<file path="config.mk">
export PLATFORM = sky130hd
export DESIGN_NAME = p5g_port
export DESIGN_NICKNAME = d
export VERILOG_FILES = /design/src/p5g_pkg.sv /design/src/p5g_sync_if.sv /design/src/p5g_port.sv /design/src/p5g_pin_sync.sv
export SDC_FILE = /design/constraint.sdc
export NUM_CORES = 1
export LEC_CHECK = 0
export BUFFER_PORTS_ARGS = -buffer_cell sky130_fd_sc_hd__buf_2
export CAP_MARGIN = 10
export CORE_MARGIN = 4
export CORE_UTILIZATION = 35
export DETAILED_ROUTE_END_ITERATION = 10
export PLACE_DENSITY = 0.65
export SLEW_MARGIN = 20
export SYNTH_ARGS = -nofsm -noshare
export SYNTH_HDL_FRONTEND = slang
export SYNTH_SLANG_ARGS = --single-unit
</file>
<file path="constraint.sdc">
create_clock -name sys_clk_in -period 1.3 [get_ports sys_clk_in]
set_input_delay 0.26 -clock sys_clk_in [delete_from_list [all_inputs] [get_ports sys_clk_in]]
set_output_delay 0.26 -clock sys_clk_in [all_outputs]
set_load 0.05 [all_outputs]
</file>
<file path="src/p5g_pkg.sv">
package p5g_pkg;
  localparam int P5G_PINS = 8;
  localparam int P5G_WAKE_PINS = 6;
  localparam int P5G_ADDR_W = 8;
  localparam int P5G_DATA_W = 8;

  // register byte addresses
  localparam logic [P5G_ADDR_W-1:0] P5G_FSEL_ADDR = 8'h00;
  localparam logic [P5G_ADDR_W-1:0] P5G_DIR_ADDR = 8'h04;
  localparam logic [P5G_ADDR_W-1:0] P5G_LATCH_ADDR = 8'h08;
  localparam logic [P5G_ADDR_W-1:0] P5G_WAKE_FLAG_ADDR = 8'h0C;

  // reset values
  localparam logic [P5G_PINS-1:0] P5G_FSEL_RST = 8'h00;
  localparam logic [P5G_PINS-1:0] P5G_DIR_RST = 8'h00;
  localparam logic [P5G_PINS-1:0] P5G_LATCH_RST = 8'h00;
  localparam logic [P5G_WAKE_PINS-1:0] P5G_WAKE_FLAG_RST = 6'h00;
  localparam logic [P5G_DATA_W-1:0] P5G_RDATA_RST = 8'h00;
  localparam logic [P5G_DATA_W-1:0] P5G_UNMAPPED_RD = 8'h00;

  // field positions in the function-select register
  localparam int P5G_OPEN_DRAIN_SEL_PIN7 = 7;
  localparam int P5G_OPEN_DRAIN_SEL_PIN6 = 6;
  localparam int P5G_WAKE_IN_SEL_5 = 5;
  localparam int P5G_WAKE_IN_SEL_LO = 0;
  localparam int P5G_WAKE_IN_SEL_HI = 4;
  localparam int P5G_TRIG_PIN = 5;
  localparam int P5G_OD_LOWEST = 6;

  // synchroniser reset level: pins idle high (wake inputs are active low)
  localparam logic [P5G_PINS-1:0] P5G_SYNC_RST = 8'hFF;
endpackage

</file>
<file path="src/p5g_sync_if.sv">
`timescale 1ns/1ps
`default_nettype none
interface p5g_sync_if;
  import p5g_pkg::*;
  logic [P5G_PINS-1:0] raw;
  logic [P5G_PINS-1:0] level;
  logic [P5G_PINS-1:0] fall;

  modport sync_side (input raw, output level, output fall);
  modport user_side (output raw, input level, input fall);
endinterface // p5g_sync_if
`default_nettype wire

</file>
<file path="src/p5g_port.sv">
// Chosen here: the strobed register port and the placing of the registers.
`timescale 1ns/1ps
`default_nettype none
module p5g_port
  import p5g_pkg::*;
(
  input wire logic sys_clk_in, // 125 MHz system clock
  input wire logic resetn_in, // async reset, active low
  input wire logic [P5G_ADDR_W-1:0] addr_in, // register byte address
  input wire logic [P5G_DATA_W-1:0] wdata_in, // write data
  input wire logic wr_in, // write strobe, one cycle
  input wire logic rd_in, // read strobe, one cycle
  output logic [P5G_DATA_W-1:0] rdata_out, // read data, cycle after rd_in
  input wire logic [P5G_PINS-1:0] port_pin_in, // pin levels from the pads
  output logic [P5G_PINS-1:0] port_pin_out, // pin drive values
  output logic [P5G_PINS-1:0] port_pin_oe_out, // pin drive enables, high drives
  output logic [P5G_WAKE_PINS-1:0] wake_event_out, // falling edge on a wake pin
  output logic conversion_trigger_out // falling edge on trigger pin
);
  logic [P5G_PINS-1:0] function_select_register;
  logic [P5G_PINS-1:0] direction_register;
  logic [P5G_PINS-1:0] output_latch_register;
  logic [P5G_WAKE_PINS-1:0] wake_flag;
  logic [P5G_PINS-1:0] next_pin_out;
  logic [P5G_PINS-1:0] next_pin_oe;
  logic [P5G_PINS-1:0] port_read_value;
  logic [P5G_WAKE_PINS-1:0] wake_sel;
  logic [P5G_WAKE_PINS-1:0] wake_hit;
  logic [P5G_DATA_W-1:0] next_rdata;
  logic sel_fsel;
  logic sel_dir;
  logic sel_latch;
  logic sel_flag;

  p5g_sync_if pins ();

  assign pins.raw = port_pin_in;

  p5g_pin_sync u_sync (
    .clk_in(sys_clk_in),
    .resetn_in(resetn_in),
    .sync(pins.sync_side)
  );

  assign sel_fsel = (addr_in == P5G_FSEL_ADDR);
  assign sel_dir = (addr_in == P5G_DIR_ADDR);
  assign sel_latch = (addr_in == P5G_LATCH_ADDR);
  assign sel_flag = (addr_in == P5G_WAKE_FLAG_ADDR);

  always_ff @(posedge sys_clk_in or negedge resetn_in)
  begin
    if (!resetn_in)
      function_select_register <= P5G_FSEL_RST;
    else if (wr_in && sel_fsel)
      function_select_register <= wdata_in;
  end

  always_ff @(posedge sys_clk_in or negedge resetn_in)
  begin
    if (!resetn_in)
      direction_register <= P5G_DIR_RST;
    else if (wr_in && sel_dir)
      direction_register <= wdata_in;
  end

  always_ff @(posedge sys_clk_in or negedge resetn_in)
  begin
    if (!resetn_in)
      output_latch_register <= P5G_LATCH_RST;
    else if (wr_in && sel_latch)
      output_latch_register <= wdata_in;
  end

  // pin mode decode; wake pins never drive, open-drain pins only pull low
  always_comb
  begin
    next_pin_out = '0;
    next_pin_oe = '0;
    for (int i = 0; i < P5G_PINS; i++)
    begin
      if (function_select_register[i] && i >= P5G_OD_LOWEST)
      begin
        next_pin_out[i] = 1'b0;
        next_pin_oe[i] = direction_register[i] & ~output_latch_register[i];
      end
      else if (function_select_register[i])
      begin
        next_pin_out[i] = 1'b0;
        next_pin_oe[i] = 1'b0;
      end
      else
      begin
        next_pin_out[i] = output_latch_register[i];
        next_pin_oe[i] = direction_register[i];
      end
    end
  end

  always_ff @(posedge sys_clk_in or negedge resetn_in)
  begin
    if (!resetn_in)
    begin
      port_pin_out <= '0;
      port_pin_oe_out <= '0;
    end
    else
    begin
      port_pin_out <= next_pin_out;
      port_pin_oe_out <= next_pin_oe;
    end
  end

  // wake inputs are active low, so a falling edge is the event
  assign wake_sel = function_select_register[P5G_WAKE_PINS-1:0];
  assign wake_hit = wake_sel & pins.fall[P5G_WAKE_PINS-1:0];

  always_ff @(posedge sys_clk_in or negedge resetn_in)
  begin
    if (!resetn_in)
    begin
      wake_event_out <= '0;
      conversion_trigger_out <= 1'b0;
    end
    else
    begin
      wake_event_out <= wake_hit;
      conversion_trigger_out <= wake_hit[P5G_TRIG_PIN];
    end
  end

  // sticky record of wake events, write one to clear; a new event wins
  always_ff @(posedge sys_clk_in or negedge resetn_in)
  begin
    if (!resetn_in)
      wake_flag <= P5G_WAKE_FLAG_RST;
    else if (wr_in && sel_flag)
      wake_flag <= (wake_flag & ~wdata_in[P5G_WAKE_PINS-1:0]) | wake_hit;
    else
      wake_flag <= wake_flag | wake_hit;
  end

  // outputs read back the latch, inputs read the synchronised pin
  assign port_read_value = (direction_register & output_latch_register)
                         | (~direction_register & pins.level);

  always_comb
  begin
    next_rdata = P5G_UNMAPPED_RD;
    if (sel_fsel)
      next_rdata = function_select_register;
    else if (sel_latch)
      next_rdata = port_read_value;
    else if (sel_flag)
      next_rdata = {{(P5G_DATA_W-P5G_WAKE_PINS){1'b0}}, wake_flag};
    else if (sel_dir)
      next_rdata = P5G_UNMAPPED_RD;
  end

  // read data stands only in the cycle after the strobe
  always_ff @(posedge sys_clk_in or negedge resetn_in)
  begin
    if (!resetn_in)
      rdata_out <= P5G_RDATA_RST;
    else if (rd_in)
      rdata_out <= next_rdata;
    else
      rdata_out <= P5G_RDATA_RST;
  end
endmodule // p5g_port
`default_nettype wire

</file>
<file path="src/p5g_pin_sync.sv">
`timescale 1ns/1ps
`default_nettype none
module p5g_pin_sync
  import p5g_pkg::*;
(
  input wire logic clk_in, // system clock
  input wire logic resetn_in, // async reset, active low
  p5g_sync_if.sync_side sync // raw pins in, clean levels out
);
  logic [P5G_PINS-1:0] stage1;
  logic [P5G_PINS-1:0] stage2;
  logic [P5G_PINS-1:0] stage3;
  logic [P5G_PINS-1:0] level;
  logic [P5G_PINS-1:0] fall;
  logic [P5G_PINS-1:0] agree;

  // stage1 feeds only stage2
  always_ff @(posedge clk_in or negedge resetn_in)
  begin
    if (!resetn_in)
    begin
      stage1 <= P5G_SYNC_RST;
      stage2 <= P5G_SYNC_RST;
      stage3 <= P5G_SYNC_RST;
    end
    else
    begin
      stage1 <= sync.raw;
      stage2 <= stage1;
      stage3 <= stage2;
    end
  end

  assign agree = ~(stage2 ^ stage3);

  // a change counts only once stages two and three agree
  always_ff @(posedge clk_in or negedge resetn_in)
  begin
    if (!resetn_in)
    begin
      level <= P5G_SYNC_RST;
      fall <= '0;
    end
    else
    begin
      level <= (agree & stage3) | (~agree & level);
      fall <= agree & level & ~stage3;
    end
  end

  assign sync.level = level;
  assign sync.fall = fall;
endmodule // p5g_pin_sync
`default_nettype wire

</file>
==> metrics.md <==
| Metric | Value |
|---|---|
| Global router's overall resource usage | `12.1%` |
| Busiest grt layer | `met2` |
| FF/Latch Area | `2490 µm²` |
| Synthesized area | `3470 µm²` |
| Commonest non-fill, non-tap cell in the layout | `dfrtp_1` |
| Starting Density | `35.7%` |
| Vias in the first global route | `2162` |
| CTS tree | `built` |
| Setup TNS | `0 ns` |
| Critical Path RT | `1.55 ns` |
| CP Max Fanout | `4` |
| Slew @ Worst Pin | `0.464 ns` |
| WL/cell | `14.5 µm` |
| P&R area growth vs syn | `27.6%` |
| Gr ovfl total | `0` |
| # DRC | `0` |
| HP Class | `in -> reg` |
| # setup viols final | `0` |
| Largest net degree at the start of global routing | `61` |
| GR Layer Usage met1 | `16.1%` |
| Post-synth top area share | `47.6%` |
| Fin crit share | `95.2%` |
| Layout Skew | `0.00677 ns` |
| Worst Setup End Kind | `flip-flop` |
| Top_reg_cell synth | `dfrtp_1` |
| Leakage | `2.19 nW` |
| Worst-Skew Late Latency | `0.36 ns` |
| Grt met3 use | `3.96%` |
| Reg clk slew, reported paths | `0.09 ns` |
| Inst Count DP | `428` |
| Avg Cell Area, Syn | `15.8 µm²` |
| Max cap viols | `0` |
| Yosys top cell by area | `dfrtp_1` |
| Post-route ant nets | `0` |
| Diodes inserted | `0` |
| Post-layout nets | `344` |
| CTS buffer count | `9` |
| Routed wire length | `6570 µm` |
| Mapped Nets | `248` |
| DRT Pass-1 Iters | `4` |
| F_max | `0.808 GHz` |
| Root cell of the clock tree | `clkbuf_8` |
| Multi-input logic area | `990 µm²` |
| Design Area, Final | `4430 µm²` |
| Hpwl dp | `4600 µm` |
| Pins over their slew limit | `0` |
| Routability cong. | `0.756` |
| Data arrival time of the critical path | `1.49 ns` |
| Die area | `11600 µm²` |
| Setup WS post-layout | `0.0622 ns` |
| First-pass GRT wire length | `10800 µm` |
| Share of layout cells above drive strength 1 | `50.2%` |
| Seq/Total Area, Yosys | `71.8%` |
| Layout Cells excl Fill | `454` |
| Dpl ws | `-0.320 ns` |
| Most frequent cells in the layout | `dfrtp_1, buf_2, dfstp_2, buf_4, mux2_2` |
| Vias | `2043` |
| Port bufs | `58` |
| Max-slew headroom | `69.0%` |
| Power Density | `1320 nW/µm²` |
| Dpl cell area | `4130 µm²` |
| Max VDD drop | `0.000534 V` |
| Core Footprint | `9730 µm²` |
| Post-synth EDFFs | `0` |
| Standard-cell row count | `36` |
| Status | `finished clean` |
| Tmin final | `1.24 ns` |
| Clk sinks | `98` |
| Cells after synthesis | `220` |
| CP Class | `in -> reg` |
| H-Tree Depth | `3` |
| Crit start category | `input port` |
| Die width | `108 µm` |
| Synth Register Bits | `98` |
| RSZ-0062 raised after global routing | `false` |
| Initial antenna violation count | `0` |
| Final hold vios | `0` |
| Count of cell types in the netlist | `23` |
| # fillers | `890` |
| Synth warn | `0` |
| I/O pins | `59` |
| Iter 0 DRT Violations | `107` |
| GR Layer Usage met2 | `18.3%` |
| Final Power | `0.00584 W` |
| Synth top area cells | `dfrtp_1, dfstp_2, mux2_2` |
| DR vias/cell | `4.50` |
| Die Y | `108 µm` |
| Clk buf depth | `2` |
| Async SR Flop Fraction | `100%` |
cells in the mapped netlist (2+ instances only):
library cell	n
dfrtp_1	66
mux2_2	24
clkbuf_1	4
dfstp_2	32
maj3_1	8
nand4_1	6
nor2b_1	14
a21oi_1	6
nor3b_1	6
a21o_1	6
mux2i_1	8
a2111oi_0	2
nor2_1	9
buf_4	2
a211o_1	6
and2_1	7
nand4b_2	2
a21boi_0	2
nand2_1	6
critical path, cell delays in order:
cell,delay (ns)
buf_2,0.12
nor4_4,0.36
buf_4,0.20
nand4b_2,0.11
buf_4,0.18
mux2_2,0.27
timing repair:
item	4_1_cts	5_1_grt
resized for setup	0	0
hold buffers	9	0
buffers inserted	0	1
hold endpoints to repair	74	0
setup endpoints to repair	0	10
power by group:
group	internal, W	leakage, nW	total (W)	switching [W]
sequential	0.00326	1.25	0.00336	0.0000980
combinational	0.000222	0.846	0.000503	0.000281
clock	0.000952	0.0962	0.00198	0.00102
total	0.00444	2.19	0.00584	0.00140
state kept, by name, indices dropped and copies added, names as in the netlist, named ones only:
| name | flops |
|---|---|
| u_sync.stage3 | 8 |
| port_pin_out | 8 |
| function_select_register | 8 |
| u_sync.stage2 | 8 |
| conversion_trigger_out | 1 |
| rdata_out | 8 |
| direction_register | 8 |
| u_sync.sync.fall | 6 |
| port_pin_oe_out | 8 |
| wake_event_out | 5 |
| wake_flag | 6 |
| u_sync.stage1 | 8 |
| output_latch_register | 8 |
routing by layer:
metal / wire (µm) / vias up / share of wire, %
li1: - / 962 / -
met1: 2970 / 1026 / 45
met2: 3130 / 47 / 48
met3: 362 / 8 / 5.5
met4: 98 / 0 / 1.5
met5: 0 / - / 0
through the flow:
step / util (%) / hold WS [ns]
after floorplan: - / -0.0356
after global placement: 42.4 / 0.285
after detailed placement: 42.4 / 0.287
after CTS: 45.4 / 0.143
after global routing: 45.5 / 0.152
final: 45.5 / 0.158
kinds of logic after synthesis:
| kind of cell | Yosys count | synth area share [%] |
|---|---|---|
| AND/OR/NAND/NOR | 54 | 10.3 |
| adder cells (fa/ha/maj) | 8 | 2.31 |
| buffers and inverters | 6 | 0.865 |
| AO/OA/AOI/OAI | 22 | 4.62 |
| flip-flops | 98 | 71.8 |
| multiplexers | 32 | 10.1 |
worst paths after layout:
path	startpoint	endpoint	slack (ns)	depth (start not counted)
min in group asynchronous	resetn_in	port_pin_oe_out[0]	0.42	3
min	wdata_in[6]	function_select_register[6]	0.16	2
max in group asynchronous	resetn_in	u_sync.stage1[1]	0.45	3
max reg2reg	flip-flop	rdata_out[4]	0.12	3
min reg2reg	u_sync.stage1[7]	u_sync.stage2[7]	0.36	0
max	addr_in[5]	direction_register[3]	0.06	6
layout make-up:
class	count	area share, %
tap	133	3.76
multi-input combinational	116	22.4
timing repair buffer	91	13.0
clock inverter	5	1.41
clock buffer	11	3.19
sequential	98	56.3
Note: power is estimated with default switching activity, not from simulation.
